`src/design/gcr_pkg.sv`:
```
`default_nettype none
package gcr_pkg;
  localparam int CLK_MHZ = 200;
  // bit frame times in microseconds
  localparam int SAMPLE_US = 100;
  localparam int BREAK_US  = 190;
  localparam int TSTRT_US  = 40;
  localparam int TDATA_US  = 120;
  localparam int TCYC_US   = 200;
  localparam int TTURN_US  = 100;
  localparam int SAMPLE_CYC = SAMPLE_US * CLK_MHZ;
  localparam int BREAK_CYC  = BREAK_US * CLK_MHZ;
  localparam int TSTRT_CYC  = TSTRT_US * CLK_MHZ;
  localparam int TDATA_CYC  = TDATA_US * CLK_MHZ;
  localparam int TCYC_CYC   = TCYC_US * CLK_MHZ;
  localparam int TTURN_CYC  = TTURN_US * CLK_MHZ;
  localparam int CNT_W = 20;
  localparam int WR_BIT = 7;
  localparam int CHG_BIT = 7;
  localparam int RST_BIT = 6;
  localparam logic [6:0] A_FLAGS1 = 7'h01;
  localparam logic [6:0] A_TMP    = 7'h02;
  localparam logic [6:0] A_CAPH   = 7'h03;
  localparam logic [6:0] A_PACKID = 7'h04;
  localparam logic [6:0] A_LEARN  = 7'h05;
  localparam logic [6:0] A_FLAGS2 = 7'h06;
  localparam logic [6:0] A_PPD    = 7'h07;
  localparam logic [6:0] A_PPU    = 7'h08;
  localparam logic [6:0] A_INACC  = 7'h09;
  localparam logic [6:0] A_VBAT   = 7'h0b;
  localparam logic [6:0] A_EMPTY  = 7'h0c;
  localparam logic [6:0] A_TCOMP  = 7'h0d;
  localparam logic [6:0] A_RCOMP  = 7'h0e;
  localparam logic [6:0] A_ENGH   = 7'h0f;
  localparam logic [6:0] A_ENGL   = 7'h10;
  localparam logic [6:0] A_RELC   = 7'h11;
  localparam logic [6:0] A_CURH   = 7'h12;
  localparam logic [6:0] A_CURL   = 7'h13;
  localparam logic [6:0] A_CAPL   = 7'h17;
  localparam logic [6:0] A_DCNT   = 7'h18;
  localparam logic [6:0] A_PPDAT  = 7'h1e;
  localparam logic [6:0] A_OFSEV  = 7'h38;
  localparam int RW_N = 11;
  localparam logic [3:0] NO_RW = 4'hf;
  localparam logic [7:0] RW_RST = 8'h00;
  localparam logic [7:0] FLG1_FIXED = 8'h04;
endpackage : gcr_pkg
`default_nettype wire

```
`src/design/gcr_rx.sv`:
```
`default_nettype none
module gcr_rx #(
  parameter int SAMPLE_CYC = gcr_pkg::SAMPLE_CYC,
  parameter int BREAK_CYC  = gcr_pkg::BREAK_CYC
) (
  input  wire logic       i_clock,
  input  wire logic       i_sys_rst,
  input  wire logic       i_line,
  input  wire logic       i_enable,
  output logic [7:0]      o_byte,
  output logic            o_byte_valid,
  output logic            o_break
);
  import gcr_pkg::*;
  typedef enum logic [1:0] {RX_IDLE, RX_LOW, RX_HOLD} gcr_rx_t;
  gcr_rx_t            st_r, st_nxt;
  logic [CNT_W-1:0]   cnt_r, cnt_nxt;
  logic [2:0]         bit_r, bit_nxt;
  logic [7:0]         sh_r, sh_nxt;
  logic               vld_nxt, brk_nxt;
  logic               full_r, full_nxt;

  always_comb begin
    st_nxt = st_r;
    cnt_nxt = cnt_r + 1'b1;
    bit_nxt = bit_r;
    sh_nxt = sh_r;
    vld_nxt = 1'b0;
    brk_nxt = 1'b0;
    full_nxt = full_r;
    case (st_r)
      RX_IDLE: begin
        cnt_nxt = '0;
        if (!i_line) begin
          st_nxt = RX_LOW;
        end
      end
      RX_LOW: begin
        if (cnt_r == CNT_W'(SAMPLE_CYC - 1)) begin
          sh_nxt = {i_line, sh_r[7:1]};
          bit_nxt = bit_r + 1'b1;
          // byte only counts once the line is back high, so a break that
          // starts as an eighth bit never completes a command
          full_nxt = (bit_r == 3'd7);
          st_nxt = RX_HOLD;
        end
      end
      default: begin
        if (i_line) begin
          st_nxt = RX_IDLE;
          vld_nxt = full_r;
          full_nxt = 1'b0;
        end else if (cnt_r == CNT_W'(BREAK_CYC - 1)) begin
          bit_nxt = '0;
          full_nxt = 1'b0;
          brk_nxt = 1'b1;
        end
      end
    endcase
    if (!i_enable) begin
      st_nxt = RX_IDLE;
      bit_nxt = '0;
      vld_nxt = 1'b0;
      full_nxt = 1'b0;
    end
  end

  always_ff @(posedge i_clock) begin
    if (i_sys_rst) begin
      st_r <= RX_IDLE;
      cnt_r <= '0;
      bit_r <= '0;
      sh_r <= '0;
      full_r <= 1'b0;
      o_byte_valid <= 1'b0;
      o_break <= 1'b0;
    end else begin
      st_r <= st_nxt;
      cnt_r <= cnt_nxt;
      bit_r <= bit_nxt;
      sh_r <= sh_nxt;
      full_r <= full_nxt;
      o_byte_valid <= vld_nxt;
      o_break <= brk_nxt;
    end
  end
  assign o_byte = sh_r;
endmodule : gcr_rx
`default_nettype wire

```
`src/design/gcr_top.sv`:
```
`default_nettype none
module gcr_top #(
  parameter int SAMPLE_CYC = gcr_pkg::SAMPLE_CYC,
  parameter int BREAK_CYC  = gcr_pkg::BREAK_CYC,
  parameter int TSTRT_CYC  = gcr_pkg::TSTRT_CYC,
  parameter int TDATA_CYC  = gcr_pkg::TDATA_CYC,
  parameter int TCYC_CYC   = gcr_pkg::TCYC_CYC,
  parameter int TTURN_CYC  = gcr_pkg::TTURN_CYC
) (
  input  wire logic        i_clock,
  input  wire logic        i_sys_rst,
  input  wire logic        i_line_in,
  output logic             o_line_out,
  output logic             o_line_oe,
  input  wire logic        i_serial_reset_cmd,
  input  wire logic [15:0] i_sense_offset_voltage,
  input  wire logic [15:0] i_charge_threshold,
  input  wire logic        i_discharge_active,
  input  wire logic        i_capacity_update,
  input  wire logic [15:0] i_capacity_value,
  input  wire logic        i_capacity_inaccurate,
  input  wire logic        i_valid_discharge,
  input  wire logic        i_first_empty_warning,
  input  wire logic        i_final_empty_warning,
  input  wire logic [7:0]  i_temp_and_gauge,
  input  wire logic [7:0]  i_secondary_flags,
  input  wire logic [7:0]  i_prog_pin_pulldown,
  input  wire logic [7:0]  i_prog_pin_pullup,
  input  wire logic [7:0]  i_battery_voltage,
  input  wire logic [7:0]  i_energy_high,
  input  wire logic [7:0]  i_energy_low,
  input  wire logic [7:0]  i_relative_capacity,
  input  wire logic [7:0]  i_current_scale_high,
  input  wire logic [7:0]  i_current_scale_low,
  output logic             o_charging_flag,
  output logic             o_reset_indicator_flag,
  output logic [15:0]      o_available_capacity,
  output logic [7:0]       o_learned_full_capacity,
  output logic [7:0]       o_empty_threshold,
  output logic [7:0]       o_offset_event_control
);
  import gcr_pkg::*;

  typedef enum logic [1:0] {M_CMD, M_WDATA, M_READ} gcr_main_t;

  // index into the writable store, NO_RW for anything else
  function automatic logic [3:0] rw_index(input logic [6:0] a);
    logic [3:0] idx;
    idx = NO_RW;
    if (a == A_CAPH) begin
      idx = 4'h0;
    end else if (a == A_CAPL) begin
      idx = 4'h1;
    end else if (a == A_PACKID) begin
      idx = 4'h2;
    end else if (a == A_LEARN) begin
      idx = 4'h3;
    end else if (a == A_INACC) begin
      idx = 4'h4;
    end else if (a == A_EMPTY) begin
      idx = 4'h5;
    end else if (a == A_TCOMP) begin
      idx = 4'h6;
    end else if (a == A_RCOMP) begin
      idx = 4'h7;
    end else if (a == A_DCNT) begin
      idx = 4'h8;
    end else if (a == A_PPDAT) begin
      idx = 4'h9;
    end else if (a == A_OFSEV) begin
      idx = 4'ha;
    end
    return idx;
  endfunction : rw_index

  logic              sync1_r, sync2_r;
  logic [7:0]        rx_byte;
  logic              rx_valid, rx_break;
  logic              tx_low, tx_busy;
  gcr_main_t         st_r, st_nxt;
  logic [7:0]        cmd_r, cmd_nxt;
  logic [7:0]        rd_r, rd_nxt;
  logic              go_r, go_nxt;
  logic [7:0]        mem_r [RW_N];
  logic [7:0]        mem_nxt [RW_N];
  logic              chg_r, chg_nxt;
  logic              rst_ind_r, rst_ind_nxt;
  logic [7:0]        flags1;
  logic [7:0]        rd_mux;
  logic [6:0]        addr;
  logic [3:0]        widx;

  // pin sampled twice; the first stage feeds only the second
  always_ff @(posedge i_clock) begin
    if (i_sys_rst) begin
      sync1_r <= 1'b1;
      sync2_r <= 1'b1;
    end else begin
      sync1_r <= i_line_in;
      sync2_r <= sync1_r;
    end
  end

  gcr_rx #(
    .SAMPLE_CYC (SAMPLE_CYC),
    .BREAK_CYC  (BREAK_CYC)
  ) u_rx (
    .i_clock      (i_clock),
    .i_sys_rst    (i_sys_rst),
    .i_line       (sync2_r),
    .i_enable     (st_r != M_READ),
    .o_byte       (rx_byte),
    .o_byte_valid (rx_valid),
    .o_break      (rx_break)
  );

  gcr_tx #(
    .TSTRT_CYC (TSTRT_CYC),
    .TDATA_CYC (TDATA_CYC),
    .TCYC_CYC  (TCYC_CYC),
    .TTURN_CYC (TTURN_CYC)
  ) u_tx (
    .i_clock     (i_clock),
    .i_sys_rst   (i_sys_rst),
    .i_start     (go_r),
    .i_data      (rd_r),
    .o_drive_low (tx_low),
    .o_busy      (tx_busy)
  );

  // open drain: only ever pulls low
  assign o_line_out = 1'b0;
  assign o_line_oe = tx_low;

  assign flags1 = {chg_r, rst_ind_r, FLG1_FIXED[5:4] | {1'b0, i_capacity_inaccurate},
                   i_valid_discharge, FLG1_FIXED[2], i_first_empty_warning,
                   i_final_empty_warning};
  assign addr = rx_byte[6:0];
  assign widx = rw_index(cmd_r[6:0]);

  always_comb begin
    rd_mux = 8'h00;
    if (addr == A_FLAGS1) begin
      rd_mux = flags1;
    end else if (addr == A_TMP) begin
      rd_mux = i_temp_and_gauge;
    end else if (addr == A_FLAGS2) begin
      rd_mux = i_secondary_flags;
    end else if (addr == A_PPD) begin
      rd_mux = i_prog_pin_pulldown;
    end else if (addr == A_PPU) begin
      rd_mux = i_prog_pin_pullup;
    end else if (addr == A_VBAT) begin
      rd_mux = i_battery_voltage;
    end else if (addr == A_ENGH) begin
      rd_mux = i_energy_high;
    end else if (addr == A_ENGL) begin
      rd_mux = i_energy_low;
    end else if (addr == A_RELC) begin
      rd_mux = i_relative_capacity;
    end else if (addr == A_CURH) begin
      rd_mux = i_current_scale_high;
    end else if (addr == A_CURL) begin
      rd_mux = i_current_scale_low;
    end else if (rw_index(addr) != NO_RW) begin
      rd_mux = mem_r[rw_index(addr)];
    end
  end

  always_comb begin
    st_nxt = st_r;
    cmd_nxt = cmd_r;
    rd_nxt = rd_r;
    go_nxt = 1'b0;
    mem_nxt = mem_r;
    // counting logic lands first so a host write in the same cycle wins
    if (i_capacity_update) begin
      mem_nxt[0] = i_capacity_value[15:8];
      mem_nxt[1] = i_capacity_value[7:0];
    end
    case (st_r)
      M_CMD: begin
        if (rx_valid) begin
          cmd_nxt = rx_byte;
          if (rx_byte[WR_BIT]) begin
            st_nxt = M_WDATA;
          end else begin
            rd_nxt = rd_mux;
            go_nxt = 1'b1;
            st_nxt = M_READ;
          end
        end
      end
      M_WDATA: begin
        if (rx_valid) begin
          st_nxt = M_CMD;
          if (widx != NO_RW) begin
            mem_nxt[widx] = rx_byte;
          end
        end
      end
      default: begin
        if (!tx_busy && !go_r) begin
          st_nxt = M_CMD;
        end
      end
    endcase
    if (rx_break) begin
      st_nxt = M_CMD;
    end
  end

  always_comb begin
    // a fresh discharge or a threshold miss drops it immediately
    chg_nxt = (i_sense_offset_voltage > i_charge_threshold)
              && !i_discharge_active;
    rst_ind_nxt = rst_ind_r;
    if (chg_r && (i_first_empty_warning || (i_capacity_update &&
        i_capacity_value[15:8] == mem_r[3]))) begin
      rst_ind_nxt = 1'b0;
    end
    if (i_serial_reset_cmd) begin
      rst_ind_nxt = 1'b1;
    end
  end

  always_ff @(posedge i_clock) begin
    if (i_sys_rst) begin
      st_r <= M_CMD;
      cmd_r <= '0;
      rd_r <= '0;
      go_r <= 1'b0;
      chg_r <= 1'b0;
      rst_ind_r <= 1'b1;
      for (int i = 0; i < RW_N; i++) begin
        mem_r[i] <= RW_RST;
      end
    end else begin
      st_r <= st_nxt;
      cmd_r <= cmd_nxt;
      rd_r <= rd_nxt;
      go_r <= go_nxt;
      chg_r <= chg_nxt;
      rst_ind_r <= rst_ind_nxt;
      mem_r <= mem_nxt;
    end
  end

  assign o_charging_flag = chg_r;
  assign o_reset_indicator_flag = rst_ind_r;
  assign o_available_capacity = {mem_r[0], mem_r[1]};
  assign o_learned_full_capacity = mem_r[3];
  assign o_empty_threshold = mem_r[5];
  assign o_offset_event_control = mem_r[10];
endmodule : gcr_top
`default_nettype wire

```
`src/design/gcr_tx.sv`:
```
`default_nettype none
module gcr_tx #(
  parameter int TSTRT_CYC = gcr_pkg::TSTRT_CYC,
  parameter int TDATA_CYC = gcr_pkg::TDATA_CYC,
  parameter int TCYC_CYC  = gcr_pkg::TCYC_CYC,
  parameter int TTURN_CYC = gcr_pkg::TTURN_CYC
) (
  input  wire logic       i_clock,
  input  wire logic       i_sys_rst,
  input  wire logic       i_start,
  input  wire logic [7:0] i_data,
  output logic            o_drive_low,
  output logic            o_busy
);
  import gcr_pkg::*;
  typedef enum logic [1:0] {TX_IDLE, TX_TURN, TX_BIT} gcr_tx_t;
  gcr_tx_t            st_r, st_nxt;
  logic [CNT_W-1:0]   cnt_r, cnt_nxt;
  logic [2:0]         bit_r, bit_nxt;
  logic [7:0]         sh_r, sh_nxt;
  logic               low_nxt;

  always_comb begin
    st_nxt = st_r;
    cnt_nxt = cnt_r + 1'b1;
    bit_nxt = bit_r;
    sh_nxt = sh_r;
    low_nxt = 1'b0;
    case (st_r)
      TX_IDLE: begin
        cnt_nxt = '0;
        if (i_start) begin
          sh_nxt = i_data;
          bit_nxt = '0;
          st_nxt = TX_TURN;
        end
      end
      TX_TURN: begin
        if (cnt_r == CNT_W'(TTURN_CYC - 1)) begin
          cnt_nxt = '0;
          st_nxt = TX_BIT;
        end
      end
      default: begin
        // lsb first, zero held low longer than a one
        low_nxt = (cnt_nxt < CNT_W'(TSTRT_CYC)) ||
                  (!sh_r[0] && cnt_nxt < CNT_W'(TDATA_CYC));
        if (cnt_r == CNT_W'(TCYC_CYC - 1)) begin
          cnt_nxt = '0;
          low_nxt = 1'b1;
          sh_nxt = {1'b0, sh_r[7:1]};
          bit_nxt = bit_r + 1'b1;
          if (bit_r == 3'd7) begin
            st_nxt = TX_IDLE;
            low_nxt = 1'b0;
          end
        end
      end
    endcase
  end

  always_ff @(posedge i_clock) begin
    if (i_sys_rst) begin
      st_r <= TX_IDLE;
      cnt_r <= '0;
      bit_r <= '0;
      sh_r <= '0;
      o_drive_low <= 1'b0;
    end else begin
      st_r <= st_nxt;
      cnt_r <= cnt_nxt;
      bit_r <= bit_nxt;
      sh_r <= sh_nxt;
      o_drive_low <= low_nxt;
    end
  end
  assign o_busy = (st_r != TX_IDLE);
endmodule : gcr_tx
`default_nettype wire

```
`config.mk`:
```
export PLATFORM = sky130hd
export DESIGN_NAME = gcr_top
export DESIGN_NICKNAME = d
export VERILOG_FILES = /design/src/design/gcr_pkg.sv /design/src/design/gcr_rx.sv /design/src/design/gcr_top.sv /design/src/design/gcr_tx.sv
export SDC_FILE = /design/constraint.sdc
export NUM_CORES = 1
export LEC_CHECK = 0
export BUFFER_PORTS_ARGS = -buffer_cell sky130_fd_sc_hd__buf_2
export CAP_MARGIN = 20
export CORE_MARGIN = 3
export CORE_UTILIZATION = 52
export CTS_CLUSTER_SIZE = 12
export DETAILED_ROUTE_END_ITERATION = 6
export GPL_TIMING_DRIVEN = 0
export PLACE_DENSITY = 0.89
export SLEW_MARGIN = 20
export SYNTH_ARGS = -nofsm -noshare
export SYNTH_HDL_FRONTEND = slang
export SYNTH_HIERARCHICAL = 1
export SYNTH_SLANG_ARGS = --single-unit
```
`constraint.sdc`:
```
create_clock -name i_clock -period 2.8 [get_ports i_clock]
set_clock_uncertainty 0.1 [all_clocks]
set_input_delay 0.56 -clock i_clock [delete_from_list [all_inputs] [get_ports i_clock]]
set_output_delay 0.56 -clock i_clock [all_outputs]
set_load 0.1 [all_outputs]
```
==> metrics, run 1 <==
status=finished, violations left; failing checks=setup timing; clock-pin slew on the worst setup and hold paths=approximately 0.07 ns; post-synthesis adder-cell area fraction=2.55%; ys flop type=dfxtp_1; # rows=52; DRT antenna net count=0; GRT overflow=0; synthesized area=between 0.01 and 0.015 mm^2; Iter 0 DRT Violations=1,482; Worst slew margin=38.7%; routed vias/inst=between 6 and 7; Max Freq=about 0.34 GHz; max-cap violation count=0; number of distinct library cells after synthesis=88; routed len/inst=20.4 um; first-pass GRT wire length=55,600 um; startpoint types=flop; Max Fanout on Critical Path=6; CP arrival=3.14 ns; largest area contributor in the netlist=dfxtp_1; Total GRT Usage=a little under a third; Crit Path Category=reg -> reg; TritonCTS clock tree=done; Clock Tree Buf Depth=2; synth top area cells=dfxtp_1 (33%), mux2i_1 (12%), nor2_1 (6.3%); synthesized flop and latch total=180; Max Slew Vio Count=0; # setup viols final=4; dpl cells=roughly 1,800; FF-to-FF path depth=10; setup ws final=-0.104 ns; Post-Synth XOR/XNOR Area=3.50%; final WL=37,000 um; tightest hold margin=0.238 ns; simple-gate share of the synthesized area=24.4%; EDFF count, synth=0; vias in the first global route=10,700; Syn Inst Count=1,304; Hold Buf Count CTS=0; gpl congestion=0.983; Hold Path Cell Cnt=2; Critical Path RT=3.04 ns; worst-margin pin slew=roughly 0.92 ns; TNS Setup=-0.255 ns; TritonCTS buffer count=17; multiplexer area fraction after synthesis=12.9%; I/O Buffers=179; post-synthesis compound-gate area fraction=15.5%; synthesis-to-layout area growth=22.2%; Final Hold Violating Endpoints=0; Place WS=-0.735 ns; antenna violations before repair=0; Die X=150 um; Die H=150 um; H-Tree Depth=4; CP endpoint kind=flop; Peak VDD IR=0.352 mV; fin cells=1,816; I/O Pins=182; leak pwr=5.40 nW; initial core utilization=53.1%; RSZ-0062 raised after global routing=true; ys async rst share=0%; share of cells above drive strength 1=around 26%; Area after DPL=0.0120 mm^2; Final Critical Period=a little under 3 ns; worst hold-check path type=in -> reg; clock root buffer=clkbuf_16; fin util=about two thirds; final instance area=0.0132 mm^2; Syn Area/Cell=8.26 um^2; period utilisation layout=104%; core area=about 0.020 mm^2; DRT Pass-1 Iters=7; Seq/Total Area, Yosys=33.4%; syn_nets=1,464; nets=1,692; DR vias=11,300; detailed placement HPWL=26,700 um; Power Density=409 mW/mm^2; post-synth top area share=between 30% and 40%; Power, Total=roughly 5.4 mW; YS warnings=6; clock sinks=180; residual DRC count=0; clk_lat worst skew=0.44 ns; pin count of the biggest net entering global routing=17; die area=0.0225 mm^2; largest family of logic cells by synthesized area=simple AND/OR/NAND/NOR gates
final timing paths:
check | from | end | slack, ns
max reg2reg | u_rx/o_byte[4] | rd_r[6] | -0.10
max | u_rx/o_byte[4] | rd_r[6] | -0.10
min reg2reg | u_rx/full_r | u_rx/o_byte_valid | 0.32
min | i_line_in | sync1_r | 0.24
power breakdown:
part | internal [mW] | switching, mW
clock network | 1.30 | 1.02
logic | 0.168 | 0.295
registers | 2.58 | 0.0235
cell usage after synthesis (all sizes together), types with 4 or more instances:
master / instances
or2: 6
or4: 8
mux2i: 125
o31ai: 7
o21ai: 39
o211ai: 12
and2: 8
nor4: 18
nor2b: 15
buf: 78
o221ai: 10
nand3b: 11
nand2: 105
o21bai: 4
xnor2: 24
inv: 31
dfxtp: 180
nand4: 21
mux2: 12
nor4b: 6
nor4bb: 7
nand3: 42
nor3: 20
a211oi: 22
xor2: 19
nor3b: 12
nor2: 182
a21oi: 81
a2111oi: 8
and3: 11
or3: 11
o22ai: 18
a32oi: 4
a21o: 10
ha: 22
nand2b: 14
clkbuf: 49
worst max-delay path: stages, from the launching register on:
cell and delay (ns):
dfxtp_4 0.35, or3_1 0.38, buf_6 0.14, or3_1 0.35
buf_6 0.14, nand3_4 0.14, buf_6 0.14, mux2_4 0.34
a2111oi_4 0.34, nand3_1 0.19, and3_1 0.18
logic make-up (layout without fill, tap and decap cells):
group | count (synthesis) | in the layout
AOI/OAI and AO/OA | 254 | 254
xor gates and xnor gates | 43 | 43
adders and majority gates | 22 | 22
buffers and inverters | 159 | 400
DFF | 180 | 180
muxes | 137 | 137
other | 1 | 2
and+or+nand+nor | 508 | 508
cell type report:
cell class / instances / area [um^2]
antenna: 1 / 2.50
inverter: 32 / 120
buffer: 124 / 753
multi-input combinational: 965 / 6600
clock buffer: 25 / 485
sequential: 180 / 3620
tap: 270 / 338
clock inverter: 7 / 71.3
timing repair buffer: 212 / 1180
fill: 1637 / 7130
per-layer routing:
metal | up-vias | part of all wire (%) | wire length (um) | track usage (%)
li1 | 5113 | - | - | -
met1 | 5222 | 36 | 13500 | 37.3
met2 | 785 | 45 | 16500 | 51.2
met3 | 206 | 12 | 4540 | 9.87
met4 | 0 | 6.8 | 2530 | 17.8
met5 | - | 0 | 0 | 0
cells in the final DEF (no fill, tap or decap), drive strengths merged, types with 14 or more instances in the layout:
| cell type | netlist | routed |
|---|---|---|
| nand2b | 14 | 14 |
| a211oi | 22 | 22 |
| buf | 78 | 287 |
| xnor2 | 24 | 24 |
| nor2 | 182 | 182 |
| nand3 | 42 | 42 |
| o22ai | 18 | 18 |
| nand4 | 21 | 21 |
| nor3 | 20 | 20 |
| xor2 | 19 | 19 |
| inv | 31 | 32 |
| nor2b | 15 | 15 |
| nand2 | 105 | 105 |
| clkbuf | 49 | 74 |
| nor4 | 18 | 18 |
| o21ai | 39 | 39 |
| a21oi | 81 | 81 |
| mux2i | 125 | 125 |
| dfxtp | 180 | 180 |
| ha | 22 | 22 |
timing repair:
item	in CTS	in global routing
setup endpoints to repair	22	94
pin swaps	10	12
gates resized for setup	56	36
cloned	0	0
setup buffers	16	17
Power figures use the tool's default switching activity.
==> run 2, diff against run 1 <==
--- a/config.mk
+++ b/config.mk
@@ -9,6 +9,7 @@
 export CAP_MARGIN = 20
 export CORE_MARGIN = 3
 export CORE_UTILIZATION = 52
+export CTS_BUF_LIST = sky130_fd_sc_hd__clkbuf_4 sky130_fd_sc_hd__clkbuf_8 sky130_fd_sc_hd__clkbuf_16
 export CTS_CLUSTER_SIZE = 12
 export DETAILED_ROUTE_END_ITERATION = 6
 export GPL_TIMING_DRIVEN = 0
==> metrics, run 2 (same netlist as run 1, synthesis figures left out) <==
DRT antenna net count=0; worst-margin pin slew=~0.90 ns; share of cells above drive strength 1=between 20% and 30%; clock root buffer=clkbuf_16; first-pass GRT wire length=roughly 56,000 um; Crit Path Category=reg -> reg; CP endpoint kind=flop; Die X=between 100 and 150 um; Area after DPL=0.0120 mm^2; worst hold-check path type=in -> reg; TritonCTS buffer count=17; routed vias/inst=6.21; Worst slew margin=between 40% and 50%; clock-pin slew on the worst setup and hold paths=0.07 ns; # rows=52; core area=0.0203 mm^2; I/O Buffers=179; DRT Pass-1 Iters=6; period utilisation layout=99.9%; CP arrival=3.00 ns; residual DRC count=0; startpoint types=flop; RSZ-0062 raised after global routing=true; clock sinks=180; max-cap violation count=0; Die H=approximately 150 um; status=completed; die area=0.0225 mm^2; detailed placement HPWL=26,700 um; Max Freq=0.358 GHz; synthesis-to-layout area growth=21.9%; I/O Pins=182; Peak VDD IR=0.359 mV; nets=1,688; routed len/inst=20.5 um; # setup viols final=0; Max Fanout on Critical Path=10; GRT overflow=0; pin count of the biggest net entering global routing=17; most frequent cells in the layout=buf_2 (203), nor2_1 (180), dfxtp_1 (174); DR vias=11,300; number of diodes=0; Final Critical Period=between 2 and 3 ns; antenna violations before repair=1; TNS Setup=0 ns; TritonCTS clock tree=done; Iter 0 DRT Violations=1,452; initial core utilization=53.1%; vias in the first global route=between 10,000 and 15,000; gpl congestion=0.983; Power Density=414 mW/mm^2; final instance area=0.0131 mm^2; Total GRT Usage=31.8%; Critical Path RT=3.01 ns; clk_lat worst skew=0.44 ns; most common cell after layout, fill and taps aside=buf_2; H-Tree Depth=4; Max Slew Vio Count=0; Clock Tree Buf Depth=2; Final Hold Violating Endpoints=0; final WL=37,200 um; leak pwr=5.43 nW
-- run 2: changes by cell type in the layout (fill, tap and decap cells not counted), sizes merged --
cell / before / now
buf: 287 / 285
clkbuf: 74 / 72
diode: 1 / 0
-- run 2: where the power goes --
part | leakage [nW] | total [mW] | internal [mW] | switching (mW)
Combinational | 3.68 | 0.461 | 0.167 | 0.294
Sequential | 1.46 | 2.60 | 2.57 | 0.0222
Clock | 0.293 | 2.38 | 1.35 | 1.04
Total | 5.43 | 5.44 | 4.09 | 1.35
-- run 2: cell type report --
type | count | area (um^2)
fill | 1647 | 7170
tap | 270 | 338
multi-input combinational | 965 | 6610
clock inverter | 7 | 71.3
timing repair buffer | 211 | 1150
clock buffer | 25 | 504
sequential | 180 | 3620
buffer | 121 | 721
inverter | 32 | 120
-- run 2: metal layers --
metal	routed length [um]	track usage (%)
met5	14	0
met4	2350	18.6
met3	4540	9.24
met2	16700	51.2
met1	13600	37.8
-- run 2: path summary, 6_finish.rpt --
check | from | end | slack (ns) | depth (start not counted)
worst min register to register | u_rx/full_r | u_rx/o_byte_valid | 0.33 | 2
worst min-delay path | i_line_in | sync1_r | 0.23 | 2
worst max-delay path | cmd_r[3] | flop | 0.004 | 8
worst max register to register | cmd_r[3] | flop | 0.004 | 8
-- run 2: metrics by stage --
stage	total power [mW]	instances	hold slack [ns]	setup WS (ns)	util (%)
after detailed placement	3.11	1753	0.303	-0.735	59.2
after floorplan	2.93	1304	0.289	0.151	-
final	5.44	1811	0.229	0.00385	64.7
after global routing	5.55	1811	0.233	-0.0796	64.7
after CTS	5.42	1802	0.225	-0.0221	63.8
after global placement	3.10	1753	0.306	-0.756	59.2
-- run 2: worst max-delay path, stage by stage, from the launching register on --
cell and delay, ns:
dfxtp_1 0.57, nand2b_1 0.17, nor3b_1 0.22, o21ai_0 0.30, a311oi_2 0.46, nor3b_1 0.23, buf_2 0.30, mux2i_1 0.24
nor2_1 0.06
-- run 2: timing repair --
action | in CTS | in global routing
hold buffers | 0 | 0
pin swaps | 11 | 16
buffers inserted | 18 | 15
endpoints found under the setup margin | 23 | 96
gates resized for setup | 58 | 36
